$ cat config.mk
export PLATFORM = sky130hd
export DESIGN_NAME = ccd_card_clock_divider
export DESIGN_NICKNAME = d
export VERILOG_FILES = /design/src/shared/ccd_pkg.sv /design/src/hdl/ccd_card_clock_divider.sv
export SDC_FILE = /design/constraint.sdc
export NUM_CORES = 1
export LEC_CHECK = 0
export BUFFER_PORTS_ARGS = -buffer_cell sky130_fd_sc_hd__buf_2
export CORE_MARGIN = 2
export CORE_UTILIZATION = 35
export CTS_CLUSTER_DIAMETER = 60
export DETAILED_ROUTE_END_ITERATION = 6
export RECOVER_POWER = 100
export SLEW_MARGIN = 25
export SYNTH_ARGS = -nofsm -noshare
export SYNTH_HDL_FRONTEND = slang
export SYNTH_SLANG_ARGS = --single-unit
export TNS_END_PERCENT = 5
$ cat constraint.sdc
create_clock -name sys_clk_i -period 2.1 [get_ports sys_clk_i]
set_input_delay 0.42 -clock sys_clk_i [delete_from_list [all_inputs] [get_ports sys_clk_i]]
set_output_delay 0.42 -clock sys_clk_i [all_outputs]
set_load 0.005 [all_outputs]
$ cat src/shared/ccd_pkg.sv
// Constants and types shared by the card clock divider
package ccd_pkg;

  // ****************************************
  // Command byte layout
  // ****************************************
  localparam int unsigned CMD_W         = 8;
  localparam int unsigned CMD_SLOPE_BIT = 1;   // 1 = fast edge slope
  localparam int unsigned CMD_RATIO_LSB = 2;   // Bits 3:2 select the ratio
  localparam int unsigned CMD_RESET_BIT = 4;   // Drives the card reset pin
  localparam logic [3:0]  BIT_CNT_FULL  = 4'h8;

  // ****************************************
  // Status layout and reset values
  // ****************************************
  localparam int unsigned ST_CARD_OV = 0;
  localparam int unsigned ST_CARD_UV = 1;
  localparam int unsigned ST_BAT_OV  = 2;
  localparam int unsigned ST_BAT_UV  = 3;
  localparam logic [7:0]  CMD_RST    = 8'h00;
  localparam logic [3:0]  STATUS_RST = 4'h0;

  // ****************************************
  // Timing
  // ****************************************
  localparam logic [2:0] SWITCH_MAX_RISES = 3'h4;  // Ratio change latency in input pulses

  // ****************************************
  // Clock modes
  // ****************************************
  typedef enum logic [1:0] {
    CCD_LOW,
    CCD_DIV1,
    CCD_DIV2,
    CCD_DIV4
  } ccd_mode_t;

endpackage : ccd_pkg

$ cat src/hdl/ccd_card_clock_divider.sv
// Card clock divider with serial command latch and supply fault flags
// Operation
// - Card clock is input clock divided by one, two or four per command
// - One ratio code holds the card clock statically low
// - Divider output toggles only from its last stage, giving 50% duty
// - A new ratio takes effect within four input clock pulses
// - Ratio one passes the synchronised input clock to the card through one register
// - Slope select picks slow or fast edge, changeable any time
// - Every latched command sets card reset to command bit four
// - Clock programming comes from command bits two and three
// - Card supply faults set status and pull interrupt low
// - Battery faults are recorded in the status register
// - Configuration applies only at chip select rise after eight bits
module ccd_card_clock_divider
  import ccd_pkg::*;
(
  // Clock and reset
  input  wire logic       sys_clk_i,
  input  wire logic       rst_b_i,
  // Serial command port pins
  input  wire logic       cs_b_i,
  input  wire logic       spi_clk_i,
  input  wire logic       mosi_i,
  // Input clock pin
  input  wire logic       clk_in_i,
  // Supply comparators
  input  wire logic       card_supply_ov_i,
  input  wire logic       card_supply_uv_i,
  input  wire logic       battery_ov_i,
  input  wire logic       battery_uv_i,
  // Card side
  output logic            card_clock_out_o,
  output logic            card_reset_out_o,
  output logic            fast_edge_slope_o,
  // Host side status
  output logic [3:0]      status_o,
  output logic            int_b_o
);

  // ****************************************
  // Input synchronisers
  // ****************************************
  localparam int unsigned NSYNC = 8;
  logic [NSYNC-1:0] pin_raw;
  logic [NSYNC-1:0] meta_ff;
  logic [NSYNC-1:0] sync_ff;
  logic [NSYNC-1:0] nxt_meta;
  logic [NSYNC-1:0] nxt_sync;
  logic             cs_d_ff;
  logic             sclk_d_ff;
  logic             cin_d_ff;

  assign pin_raw = {battery_uv_i, battery_ov_i, card_supply_uv_i, card_supply_ov_i,
                    clk_in_i, mosi_i, spi_clk_i, cs_b_i};

  // Two stages per pin; only the second stage feeds logic
  always_comb begin
    nxt_meta = pin_raw;
    nxt_sync = meta_ff;
  end

  always_ff @(posedge sys_clk_i or negedge rst_b_i) begin
    if (!rst_b_i) begin
      meta_ff   <= 8'h01;  // Same idle levels as the second stage, so no false edge follows reset
      sync_ff   <= 8'h01;
      cs_d_ff   <= 1'b1;
      sclk_d_ff <= 1'b0;
      cin_d_ff  <= 1'b0;
    end else begin
      meta_ff   <= nxt_meta;
      sync_ff   <= nxt_sync;
      cs_d_ff   <= sync_ff[0];
      sclk_d_ff <= sync_ff[1];
      cin_d_ff  <= sync_ff[3];
    end
  end

  logic cs_b_s;
  logic cs_fall;
  logic cs_rise;
  logic sclk_rise;
  logic cin_s;
  logic cin_rise;
  assign cs_b_s    = sync_ff[0];
  assign cs_fall   = !cs_b_s && cs_d_ff;
  assign cs_rise   = cs_b_s && !cs_d_ff;
  assign sclk_rise = sync_ff[1] && !sclk_d_ff && !cs_b_s;
  assign cin_s     = sync_ff[3];
  assign cin_rise  = cin_s && !cin_d_ff;

  // ****************************************
  // Command shift register and latch
  // ****************************************
  function automatic ccd_mode_t ratio_decode(input logic [1:0] code);
    case (code)
      2'h0:    ratio_decode = CCD_LOW;
      2'h1:    ratio_decode = CCD_DIV1;
      2'h2:    ratio_decode = CCD_DIV2;
      default: ratio_decode = CCD_DIV4;
    endcase
  endfunction

  logic [CMD_W-1:0] shift_ff;
  logic [CMD_W-1:0] nxt_shift;
  logic [3:0]       bits_ff;
  logic [3:0]       nxt_bits;
  logic [CMD_W-1:0] cmd_ff;
  logic [CMD_W-1:0] nxt_cmd;
  logic             latch;
  ccd_mode_t        pend_mode;

  assign latch = cs_rise && (bits_ff == BIT_CNT_FULL);

  // Shift MSB first, clear at frame start, commit at frame end
  always_comb begin
    nxt_shift = shift_ff;
    nxt_bits  = bits_ff;
    nxt_cmd   = cmd_ff;
    if (cs_fall) begin
      nxt_shift = '0;
      nxt_bits  = '0;
    end else if (sclk_rise) begin
      nxt_shift = {shift_ff[CMD_W-2:0], sync_ff[2]};
      if (bits_ff != BIT_CNT_FULL) begin
        nxt_bits = bits_ff + 4'h1;
      end
    end
    if (latch) begin
      nxt_cmd = shift_ff;
    end
  end

  always_ff @(posedge sys_clk_i or negedge rst_b_i) begin
    if (!rst_b_i) begin
      shift_ff <= '0;
      bits_ff  <= '0;
      cmd_ff   <= CMD_RST;
    end else begin
      shift_ff <= nxt_shift;
      bits_ff  <= nxt_bits;
      cmd_ff   <= nxt_cmd;
    end
  end

  assign pend_mode         = ratio_decode(cmd_ff[CMD_RATIO_LSB +: 2]);
  assign card_reset_out_o  = cmd_ff[CMD_RESET_BIT];
  assign fast_edge_slope_o = cmd_ff[CMD_SLOPE_BIT];

  // ****************************************
  // Divider
  // ****************************************
  ccd_mode_t mode_ff;
  ccd_mode_t nxt_mode;
  logic      clk_ff;
  logic      nxt_clk;
  logic      half_ff;
  logic      nxt_half;
  logic      low_end;

  // A low phase ends at this input rise; safe point to change ratio
  always_comb begin
    case (mode_ff)
      CCD_LOW:  low_end = 1'b1;
      CCD_DIV1: low_end = 1'b1;
      CCD_DIV2: low_end = !clk_ff;
      CCD_DIV4: low_end = !clk_ff && half_ff;
      default:  low_end = 1'b1;
    endcase
  end

  // In divide by two and four the output toggles only on input rises, so high and low phases match
  always_comb begin
    nxt_mode = mode_ff;
    nxt_clk  = clk_ff;
    nxt_half = half_ff;
    if (cin_rise && low_end && (pend_mode != mode_ff)) begin
      nxt_mode = pend_mode;
      nxt_half = 1'b0;
      nxt_clk  = (pend_mode != CCD_LOW);
    end else begin
      case (mode_ff)
        CCD_LOW:  nxt_clk = 1'b0;
        CCD_DIV1: nxt_clk = cin_s;
        CCD_DIV2: begin
          if (cin_rise) begin
            nxt_clk = !clk_ff;
          end
        end
        CCD_DIV4: begin
          if (cin_rise) begin
            nxt_half = !half_ff;
            if (half_ff) begin
              nxt_clk = !clk_ff;
            end
          end
        end
        default:  nxt_clk = 1'b0;
      endcase
    end
  end

  always_ff @(posedge sys_clk_i or negedge rst_b_i) begin
    if (!rst_b_i) begin
      mode_ff <= CCD_LOW;
      clk_ff  <= 1'b0;
      half_ff <= 1'b0;
    end else begin
      mode_ff <= nxt_mode;
      clk_ff  <= nxt_clk;
      half_ff <= nxt_half;
    end
  end

  assign card_clock_out_o = clk_ff;

  // ****************************************
  // Supply fault status
  // ****************************************
  logic [3:0] status_ff;
  logic [3:0] nxt_status;
  logic [3:0] fault_s;

  assign fault_s = sync_ff[7:4];

  // Sticky flags; a latched command clears them but a live fault wins
  always_comb begin
    nxt_status = status_ff;
    if (latch) begin
      nxt_status = STATUS_RST;
    end
    nxt_status = nxt_status | fault_s;
  end

  always_ff @(posedge sys_clk_i or negedge rst_b_i) begin
    if (!rst_b_i) begin
      status_ff <= STATUS_RST;
    end else begin
      status_ff <= nxt_status;
    end
  end

  assign status_o = status_ff;
  assign int_b_o  = !(status_ff[ST_CARD_OV] || status_ff[ST_CARD_UV]);

  // ****************************************
  // Checks
  // ****************************************
  logic [2:0] wait_ff;
  always_ff @(posedge sys_clk_i or negedge rst_b_i) begin
    if (!rst_b_i) begin
      wait_ff <= '0;
    end else if (pend_mode == mode_ff) begin
      wait_ff <= '0;
    end else if (cin_rise && wait_ff != 3'h7) begin
      wait_ff <= wait_ff + 3'h1;
    end
  end
endmodule // ccd_card_clock_divider

# --- Word level (Yosys, flattened, before mapping) ---
# Index checks and enable logic that the tools add are counted.
word_totals:
  register_bits: 41
  latch_bits: 0
  ram_bits: 0
  rom_bits: 0
  in_bits: 10
  output_inout_bits: 8
  wordCells: 69
  mem_count: 0
classes:
  add_sub_neg: 1
  n_mul: 0
  n_div: 0
  n_lt_le_gt_ge: 0
  eq_ne: 11
  n_shift: 0
  muxes: 16
  n_bitwise: 1
  n_reduce_logical: 28
op_table:
  columns: ["operator", "count"]
  rows:
  - ["two-way mux 4 bit", 4]
  - ["two-way mux 5 bit", 2]
  - ["nonzero test 2 bit", 5]
  - ["logical AND 1 bit", 9]
  - ["inequality test 3 bit, second input constant", 3]
  - ["zero test 1 bit", 7]
  - ["two-way mux 1 bit", 7]
  - ["== test 2 bit, second input constant", 3]
  - ["case mux 2 bit (3 select lines)", 1]
  - ["adder 4 x 1 -> 4 bit, second input constant", 1]
  - ["== test 2 x 1 -> 1 bit, second input constant", 2]
  - ["== test 4 bit, second input constant", 1]
  - ["zero test 2 bit", 2]
  - ["inequality test 4 bit, second input constant", 1]
  - ["OR 4 bit", 1]
  - ["case mux 1 bit (4 select lines)", 1]
  - ["AND reduction 2 bit", 2]
  - ["case mux 1 bit (3 select lines)", 1]
  - ["AND reduction 3 bit", 1]
  - ["inequality test 2 bit", 1]
  - ["OR reduction 2 bit", 1]
  - ["logical OR 1 bit", 1]

# --- Depth between registers and ports, before layout ---
# Gate-level depths: netlist (run 1).
logic_depth:
  word_depth: 7
  ltp_mapped: 7
  depth_no_buf: 6

# --- Worst setup path before layout (run 1) ---
# OpenSTA, ideal clock, no wires.
synth_path:
  kind: "reg-to-reg"
  startpoint: "register bits_ff[0]"
  endpoint: "register status_ff[0] (netlist: status_o[0])"
  setup_time_ps: 118
  arrival_ps: 1409
  required_ps: 1982
  slack_ps: 572
  stages_incl_launch_ff: 7
  n_path_buf: 1
  synth_period_minus_slack_ps: 1528
  path_cell_list: "dfrtp_1 > inv_1 > ha_1 > nand3b_4 > or3b_1 > buf_6 > a21o_1"
synth_between:
  elab_chain_len: 4
synth_lines:
  columns: ["item", "line_no", "source"]
  rows:
  - ["from (decl)", "ccd_card_clock_divider.sv:105", "logic [3:0] bits_ff;"]
  - ["from (signal assigned)", "ccd_card_clock_divider.sv:140", "bits_ff <= nxt_bits;"]
  - ["== test 4 bit", "ccd_card_clock_divider.sv:112", "assign latch = cs_rise && (bits_ff == BIT_CNT_FULL);"]
  - ["logical AND 1 bit", "ccd_card_clock_divider.sv:112", null]
  - ["two-way mux 4 bit", "ccd_card_clock_divider.sv:228", "if (latch) begin"]
  - ["OR 4 bit", "ccd_card_clock_divider.sv:231", "nxt_status = nxt_status | fault_s;"]
  - ["net nxt_status[0]", "ccd_card_clock_divider.sv:220", "logic [3:0] nxt_status;"]
  - ["to (signal assigned)", "ccd_card_clock_divider.sv:238", "status_ff <= nxt_status;"]
  - ["to (decl)", "ccd_card_clock_divider.sv:219", "logic [3:0] status_ff;"]
# The timed path passes the listed nets, and every way through them passes these cells.
# A chain may end at the register's enable or synchronous reset.

# --- Worst setup path in the final report (run 1) ---
layout_path:
  startpoint: "register bits_ff[0]"
  endpoint: "register status_ff[2] (netlist: status_o[2])"
# The elaborated chain is that of the path after synthesis.

==> impl_metrics.json, run 1 <==
{
  "ys_ff_latch": 40,
  "yosys_warnings": 0,
  "first_pass_iters": 4,
  "peakVddDrop_uv": 551.2,
  "worst-path-buf-inv": 1,
  "r2r-end": "status_o[2]$_DFF_PN0_",
  "fin_crit_sh": 0.8050,
  "clockBufferDepth": 2,
  "avgRoutedWirePerCell_um": 11.90,
  "clock-sinks": 40,
  "viasPerCell": 4.641,
  "layout.nets": 153,
  "start_util": 0.3683,
  "cp-startpoint": "bits_ff[0]$_DFFE_PN0P_",
  "cpPeakStageDelay_ns": 0.55,
  "crit_family": "simple AND/OR/NAND/NOR gates",
  "totalPowerFinal_uw": 1413,
  "antennaDiodeCount": 0,
  "powerDensity_mw_per_mm2": 829.8,
  "worst_slew_pin_slew_ns": 0.9394,
  "grt_pass1_vias": 916,
  "synth_cell_types": 28,
  "grt.total_usage": 0.1079,
  "whs_endpoint": "meta_ff[0]$_DFF_PN1_",
  "die_x_um": 69.12,
  "gp_congestion": 0.7318,
  "timing_hold_violations_final": 0,
  "clk_pin_slew_ns": 0.07,
  "synth_area_mm2": 0.001484,
  "dieArea_mm2": 0.004777,
  "cp_max_fo": 8,
  "slew_violations": 0,
  "core_mm2": 0.004029,
  "antenna_found_initial": 0,
  "criticalPathCategory": "reg2reg",
  "htree_levels": 2,
  "ys_seq_area_frac": 0.6771,
  "io_pins": 18,
  "ant_nets": 0,
  "holdCritPathClass": "in2reg",
  "hp-start": "cs_b_i",
  "totalWireLength_mm": 2.285,
  "cp.required_ns": 2.29,
  "p_leak_uw": 0.0007777,
  "rr_startpoint": "bits_ff[0]$_DFFE_PN0P_",
  "cp.arrival_ns": 1.88,
  "grt.overflow.total": 0,
  "syn_avg_cell_area_um2": 12.58,
  "critPathCaptureType": "flop",
  "holdBufCountCts": 0,
  "portBuffers": 17,
  "synthCells": 118,
  "drive_gt1_frac": 0.1761,
  "area_growth_pct": 14.76,
  "syn-num-nets": 130,
  "vias": 891,
  "drcViolationCount": 0,
  "setup_viol": 0,
  "cp_cell_sequence": "inv_1 -> ha_1 -> nand3b_1 -> or3b_1 -> a21o_1",
  "cts_buffers": 5,
  "cts_resized": 0,
  "status": "finished clean",
  "maxSlewHeadroom": 0.3737,
  "period_minus_slack_ns": 1.690,
  "hpwl_mm": 1.560,
  "fmax_mhz": 591.6,
  "die_y_um": 69.12,
  "grt_start_max_net_pins": 41,
  "cts_tree": "built",
  "cts_setup_buffers": 0,
  "drtIter0Drc": 25,
  "row_count": 23,
  "cts-root-buf": "clkbuf_8",
  "drv_cap": 0,
  "skew_ns": 0.01020,
  "worst_skew_pair.late_latency_ns": 0.29,
  "holdPathStages": 1,
  "start_kind": "flop",
  "worst_path_max_delay_cell": "or3b_1",
  "grt_pass1_wl_mm": 3.974,
  "reg2reg_slack_ns": 0.41,
  "tns_ns": 0,
  "reg2reg_depth": 5,
  "rsz0062_at_grt": "false"
}
==> metrics by stage <==
step | cells | hold slack, ns | utilization | cell area (um2) | worst slack, ns
after floorplan | 118 | 0.1244 | - | 1484 | 0.5725
after global placement | 184 | 0.3324 | 0.4075 | 1642 | 0.5043
after detailed placement | 184 | 0.3379 | 0.4075 | 1642 | 0.4410
after CTS | 192 | 0.07881 | 0.4323 | 1742 | 0.4310
after global routing | 192 | 0.2126 | 0.4227 | 1703 | 0.3016
final | 192 | 0.2266 | 0.4227 | 1703 | 0.4096
==> flip-flops by register name (all words and copies together), names as in the netlist <==
name / count
bits_ff: 4
card_clock_out_o: 1
cin_d_ff: 1
cmd_ff: 4
cs_d_ff: 1
half_ff: 1
meta_ff: 8
mode_ff: 2
sclk_d_ff: 1
shift_ff: 5
status_o: 4
sync_ff: 8
==> area by class of cell <==
cell class | instances | area, um2
sequential | 40 | 1005
multi-input combinational | 71 | 430.4
inverter | 3 | 11.26
fill | 405 | 2326
clock buffer | 8 | 100.1
tap | 50 | 62.56
timing repair buffer | 20 | 93.84
==> layout by cell type, fill, tap and decap left out <==
cell	Yosys	layout
dfrtp_1	37	37
nand2_1	18	18
buf_2	2	14
nor2_1	10	10
clkbuf_8	0	7
clkbuf_1	1	6
a21oi_1	5	5
a21o_1	4	4
mux2i_1	4	4
inv_1	3	3
nand3b_1	2	3
nor2b_1	3	3
nand3_1	3	3
xnor2_1	3	3
nor3b_1	2	2
nand2b_1	2	2
o21ai_0	2	2
xor2_1	2	2
mux2_2	2	2
ha_1	2	2
dfstp_1	0	2
or3b_1	1	1
nand4_1	1	1
o41ai_1	1	1
and3_1	1	1
o22ai_1	1	1
a211o_1	1	1
dfstp_2	3	1
clkbuf_2	0	1
==> cell families after synthesis <==
| logic type | share of synthesized area |
|---|---|
| AOI/OAI and AO/OA | 0.05987 |
| DFF | 0.6771 |
| buffers and inverters | 0.02445 |
| muxes | 0.04216 |
| xor gates and xnor gates | 0.02952 |
| adders and majority gates | 0.01686 |
| and+or+nand+nor | 0.1501 |
==> Yosys cell counts <==
cell type	count	area share
a21oi_1	5	0.017
clkbuf_1	1	0.0025
and3_1	1	0.0042
o22ai_1	1	0.0042
a211o_1	1	0.0059
o21ai_0	2	0.0067
nand2b_1	2	0.0084
dfstp_2	3	0.053
buf_6	1	0.0076
or3b_1	1	0.0059
inv_1	3	0.0076
nor3b_1	2	0.010
nand2_1	18	0.046
o41ai_1	1	0.0059
xnor2_1	3	0.018
xor2_1	2	0.012
nand3b_1	2	0.010
nand3_1	3	0.010
buf_2	2	0.0067
nor2_1	10	0.025
dfrtp_1	37	0.62
nand4_1	1	0.0042
nand3b_4	1	0.013
nor2b_1	3	0.013
mux2i_1	4	0.027
a21o_1	4	0.020
mux2_2	2	0.015
ha_1	2	0.017
==> how the worst max path moves through the flow <==
stage	end	cells past startpoint
finish	status_o[2]$_DFF_PN0_	5
global route	bits_ff[0]$_DFFE_PN0P_	5
CTS	status_o[2]$_DFF_PN0_	5
detailed placement	status_o[2]$_DFF_PN0_	5
global placement	status_o[3]$_DFF_PN0_	5
floorplan	status_o[0]$_DFF_PN0_	6
==> layer usage <==
layer  part of all wire  wire length [um]  global-route usage  up-vias
li1                   -                 -                   -      440
met1               0.46              1040              0.1250      427
met2               0.47              1063              0.1677       19
met3              0.053               122             0.04678        5
met4              0.025                58             0.05882        0
met5                  0                 0                   0        -
==> report_power, final <==
group	total [uW]	internal, uW	leakage (uW)	switching, uW
clock network	545	299	0.0000515	246
registers	811	798	0.000488	13.1
logic	57.2	22.2	0.000238	35.0
total	1410	1120	0.000778	294
No activity file was read; power rests on OpenSTA's default activity.
==> run 2, diff against run 1 <==
==> constraint.sdc (replaced) <==
create_clock -name sys_clk_i -period 1.5 [get_ports sys_clk_i]
set_input_delay 0.3 -clock sys_clk_i [delete_from_list [all_inputs] [get_ports sys_clk_i]]
set_output_delay 0.3 -clock sys_clk_i [all_outputs]
set_load 0.005 [all_outputs]
==> impl_metrics.json, run 2 (synthesized netlist as in run 1, its figures left out) <==
{
  "criticalPathCategory": "reg2reg",
  "clockPowerShare": 0.357,
  "grt_start_max_net_pins": 22,
  "critPathCaptureType": "flop",
  "drv_cap": 0,
  "numPlacedInstances": 191,
  "cp.arrival_ns": 1.62,
  "maxSlewHeadroom": 0.6936,
  "rsz0062_at_grt": "true",
  "stdcell_count": 200,
  "fmax_mhz": 696.5,
  "die_y_um": 69.12,
  "tns_ns": 0,
  "die_x_um": 69.12,
  "grt_pass1_vias": 900,
  "worst_skew_pair.late_latency_ns": 0.29,
  "row_count": 23,
  "post-place-ws_ns": -0.03323,
  "dieArea_mm2": 0.004777,
  "r2r-end": "status_o[2]$_DFF_PN0_",
  "vias": 964,
  "fillers": 391,
  "powerDensity_mw_per_mm2": 1088,
  "cts-root-buf": "clkbuf_8",
  "cp_max_fo": 8,
  "p_switching_uw": 438.3,
  "final_common_cell": "dfrtp_1",
  "period_minus_slack_ns": 1.436,
  "clock-sinks": 40,
  "reg2reg_depth": 5,
  "drive_gt1_frac": 0.2600,
  "combPwrFrac": 0.056,
  "skew_ns": 0.004900,
  "setup_viol": 0,
  "p_leak_uw": 0.0008263,
  "antennaDiodeCount": 0,
  "rr_startpoint": "bits_ff[0]$_DFFE_PN0P_",
  "cts_tree": "built",
  "p_sw_frac": 0.2269,
  "largestRegisters": "meta_ff (8), sync_ff (8), shift_ff (5)",
  "ant_nets": 0,
  "final_cell_mix": "37 x dfrtp_1, 18 x nand2_1, 12 x buf_2",
  "fin_ws_ns": 0.06418,
  "hold_ws_ns": 0.1051,
  "area_growth_pct": 19.65,
  "io_pins": 18,
  "start_util": 0.3683,
  "core_mm2": 0.004029,
  "holdCritPathClass": "in2reg",
  "portBuffers": 17,
  "cp.required_ns": 1.69,
  "reg2reg_slack_ns": 0.06,
  "worst_slew_pin_slew_ns": 0.4596,
  "peakVddDrop_uv": 809.1,
  "seq_power_share": 0.587,
  "start_kind": "flop",
  "cts_buffers": 5,
  "antenna_found_initial": 0,
  "clockBufferDepth": 2,
  "internal_power_uw": 1494,
  "status": "finished clean",
  "drtIter0Drc": 30,
  "grt.overflow.total": 0,
  "slew_violations": 0,
  "avgRoutedWirePerCell_um": 11.79,
  "totalPowerFinal_uw": 1932,
  "viasPerCell": 4.820,
  "timing_hold_violations_final": 0,
  "endpoint": "status_o[2]$_DFF_PN0_",
  "cts_setup_buffers": 0,
  "gp_congestion": 0.7244,
  "htree_levels": 2,
  "first_pass_iters": 4,
  "grt_pass1_wl_mm": 3.988,
  "layout.nets": 161,
  "drcViolationCount": 0,
  "fin_crit_sh": 0.9572,
  "clk_pin_slew_ns": 0.08,
  "cp-startpoint": "bits_ff[0]$_DFFE_PN0P_",
  "grt.total_usage": 0.1066,
  "totalWireLength_mm": 2.358,
  "hpwl_mm": 1.646
}
run 2: cell types whose count changed in the layout (fill, tap and decap cells not counted), moves of 2 or more:
cell / change
dfstp_2: +2
dfstp_1: -2
buf_4: +7
buf_2: -2
clkbuf_2: +2
clkbuf_8: -2
run 2: cell type report:
cell class	instances	area, um2	share of cell area
Sequential cell	40	1005	0.5659
Multi-Input combinational cell	71	455.4	0.2565
Timing Repair Buffer	28	156.4	0.08809
Clock buffer	6	72.57	0.04087
Tap cell	50	62.56	0.03524
Clock inverter	2	12.51	0.007047
Inverter	3	11.26	0.006343
run 2: through the flow:
step                      utilization  instance area [um2]
after floorplan                     -                 1486
after global placement         0.4211                 1697
after detailed placement       0.4211                 1697
after CTS                      0.4453                 1794
after global routing           0.4407                 1775
final                          0.4407                 1775
run 2: repair_timing:
| item | 4_1_cts | 5_1_grt |
|---|---|---|
| cloned | 0 | 0 |
| gates resized for setup | 1 | 1 |
| endpoints found under the hold margin | 18 | 0 |
| setup endpoints to repair | 4 | 2 |
| hold buffers | 1 | 0 |
run 2: worst max-delay path: stages, from the launching register on:
cell and delay (ns):
dfrtp_1 0.39, inv_2 0.06, ha_2 0.18, nand3b_4 0.08
or3b_4 0.43, a21o_1 0.20
run 2: per-layer routing:
layer / GRT usage / share of wire / vias to the layer above
li1: - / - / 452
met1: 0.1183 / 0.44 / 484
met2: 0.1741 / 0.49 / 22
met3: 0.04240 / 0.050 / 6
met4: 0.05882 / 0.022 / 0
met5: 0 / 0 / -
run 2: power by group through the flow:
stage / Sequential (uW) / Combinational [uW] / Clock, uW
6_report: 1130 / 108 / 690
5_1_grt: 1140 / 122 / 758
4_1_cts: 1130 / 117 / 717
3_5_place_dp: 1160 / 114 / 0
3_3_place_gp: 1150 / 111 / 0
2_1_floorplan: 1150 / 46.4 / 0
run 2: worst min path at each step:
stage            start                endpoint  slack [ns]  cells past startpoint
6_report        cs_b_i    meta_ff[0]$_DFF_PN1_        0.11                      1
4_1_cts         cs_b_i    meta_ff[0]$_DFF_PN1_        0.09                      1
3_5_place_dp   rst_b_i    meta_ff[1]$_DFF_PN0_        0.27                      1
3_3_place_gp   rst_b_i    meta_ff[1]$_DFF_PN0_        0.26                      1
2_1_floorplan  rst_b_i  bits_ff[0]$_DFFE_PN0P_       0.004                      0
5_1_grt         cs_b_i    meta_ff[0]$_DFF_PN1_        0.08                      1
==> run 3, diff against run 2 <==
--- a/config.mk
+++ b/config.mk
@@ -6,12 +6,14 @@
 export NUM_CORES = 1
 export LEC_CHECK = 0
 export BUFFER_PORTS_ARGS = -buffer_cell sky130_fd_sc_hd__buf_2
+export CORE_ASPECT_RATIO = 1.25
 export CORE_MARGIN = 2
 export CORE_UTILIZATION = 35
 export CTS_CLUSTER_DIAMETER = 60
 export DETAILED_ROUTE_END_ITERATION = 6
+export HOLD_SLACK_MARGIN = 0.08
 export RECOVER_POWER = 100
-export SLEW_MARGIN = 25
+export SLEW_MARGIN = 20
 export SYNTH_ARGS = -nofsm -noshare
 export SYNTH_HDL_FRONTEND = slang
 export SYNTH_SLANG_ARGS = --single-unit
==> impl_metrics.json, run 3 (synthesized netlist as in run 1, its figures left out) <==
{
  "status": "finished clean",
  "antenna_found_initial": 0,
  "fin_crit_sh": 0.9586,
  "seqCellArea_mm2": 0.001005,
  "clockBufferDepth": 2,
  "final_cell_mix": "37 x dfrtp_1, 18 x nand2_1, 14 x buf_2",
  "grt_start_max_net_pins": 20,
  "critPathCaptureType": "flop",
  "worst-path-buf-inv": 1,
  "totalWireLength_mm": 2.468,
  "period_minus_slack_ns": 1.438,
  "rr_startpoint": "bits_ff[0]$_DFFE_PN0P_",
  "drv_cap": 0,
  "clock-sinks": 40,
  "holdCritPathClass": "in2reg",
  "gp_congestion": 0.7630,
  "hpwl_mm": 1.794,
  "cts_tree": "built",
  "post-place-ws_ns": -0.03030,
  "cts_buffers": 5,
  "multi_input_area_um2": 455.4,
  "cp.arrival_ns": 1.63,
  "worst_path_max_delay_cell": "or3b_4",
  "cpPeakStageDelay_ns": 0.42,
  "fmax_mhz": 695.4,
  "start_kind": "flop",
  "peakVddDrop_uv": 730.6,
  "die_x_um": 62.24,
  "cp_cell_sequence": "inv_2 -> ha_2 -> nand3b_4 -> or3b_4 -> a21o_1",
  "crit_family": "simple AND/OR/NAND/NOR gates",
  "worst_slew_pin_slew_ns": 0.4258,
  "p_leak_uw": 0.0008338,
  "criticalPathCategory": "reg2reg",
  "drcViolationCount": 0,
  "fin_ws_ns": 0.06207,
  "final_common_cell": "dfrtp_1",
  "tns_ns": 0,
  "skew_ns": 0.007365,
  "powerDensity_mw_per_mm2": 1105,
  "worst_skew_pair.late_latency_ns": 0.29,
  "rsz0062_at_grt": "false",
  "slew_violations": 0,
  "first_pass_iters": 4,
  "vias": 945,
  "portBuffers": 17,
  "core_mm2": 0.004066,
  "ant_nets": 0,
  "largestRegisters": "meta_ff (8), sync_ff (8), shift_ff (5)",
  "htree_levels": 2,
  "die_y_um": 76.80,
  "grt.overflow.total": 0,
  "fillers": 388,
  "clk_pin_slew_ns": 0.07,
  "viasPerCell": 4.587,
  "maxSlewHeadroom": 0.7161,
  "cts-root-buf": "clkbuf_8",
  "dieArea_mm2": 0.004780,
  "antennaDiodeCount": 0,
  "layout.nets": 161,
  "io_pins": 18,
  "hp-start": "cs_b_i",
  "grt_pass1_vias": 971,
  "drive_gt1_frac": 0.2800,
  "avgRoutedWirePerCell_um": 11.98,
  "area_growth_pct": 21.08,
  "drtIter0Drc": 2,
  "grt.total_usage": 0.1149,
  "cp_max_fo": 8,
  "setup_viol": 0,
  "cp.required_ns": 1.69,
  "start_util": 0.3649,
  "timing_hold_violations_final": 0,
  "cts_setup_buffers": 0,
  "cp-startpoint": "bits_ff[0]$_DFFE_PN0P_",
  "row_count": 26,
  "grt_pass1_wl_mm": 4.264
}
run 3: what timing repair did:
item / 4_1_cts / 5_1_grt
hold buffers: 1 / 0
hold endpoints to repair: 14 / 0
setup endpoints to repair: 4 / 1
gates resized for setup: 1 / 1
run 3: final timing paths:
check	endpoint	slack, ns	cells after the start
max	status_o[1]$_DFF_PN0_	0.06	5
min	meta_ff[0]$_DFF_PN1_	0.11	1
max reg2reg	status_o[1]$_DFF_PN0_	0.06	5
min reg2reg	sync_ff[7]$_DFF_PN0_	0.35	0
max in group asynchronous	sync_ff[3]$_DFF_PN0_	0.39	3
min in group asynchronous	cmd_ff[1]$_DFFE_PN0P_	0.47	2
run 3: metrics by stage:
step / cell area, um2 / total power (uW) / hold WS (ns) / std cells / util
after global placement: 1692 / 1263 / 0.2482 / 197 / 0.4160
final: 1797 / 1985 / 0.1051 / 206 / 0.4418
after detailed placement: 1692 / 1270 / 0.2450 / 197 / 0.4160
after floorplan: 1486 / 1199 / 0.004409 / 118 / -
after CTS: 1802 / 2021 / 0.09011 / 206 / 0.4431
after global routing: 1797 / 2071 / 0.09186 / 206 / 0.4418
run 3: power by group:
group,total (uW),switching (uW),internal [uW],leakage [uW]
Clock,740,368,372,0.0000434
Combinational,112,58.6,53.1,0.000302
Sequential,1130,17.2,1120,0.000488
run 3: final cells by class:
cell class              count  share of cell area
clock buffers               6             0.04596
clock inverters             2            0.008357
inverters                   3            0.006267
multi-input cells          71              0.2535
flip-flops and latches     40              0.5592
well taps                  56             0.03900
repair buffers             28             0.08774
run 3: per-layer routing:
metal | track usage | routed length, um | up-vias
li1 | - | - | 449
met1 | 0.1369 | 1045 | 470
met2 | 0.1826 | 1263 | 20
met3 | 0.03666 | 97 | 6
met4 | 0.06667 | 61 | 0
met5 | 0 | 0 | -
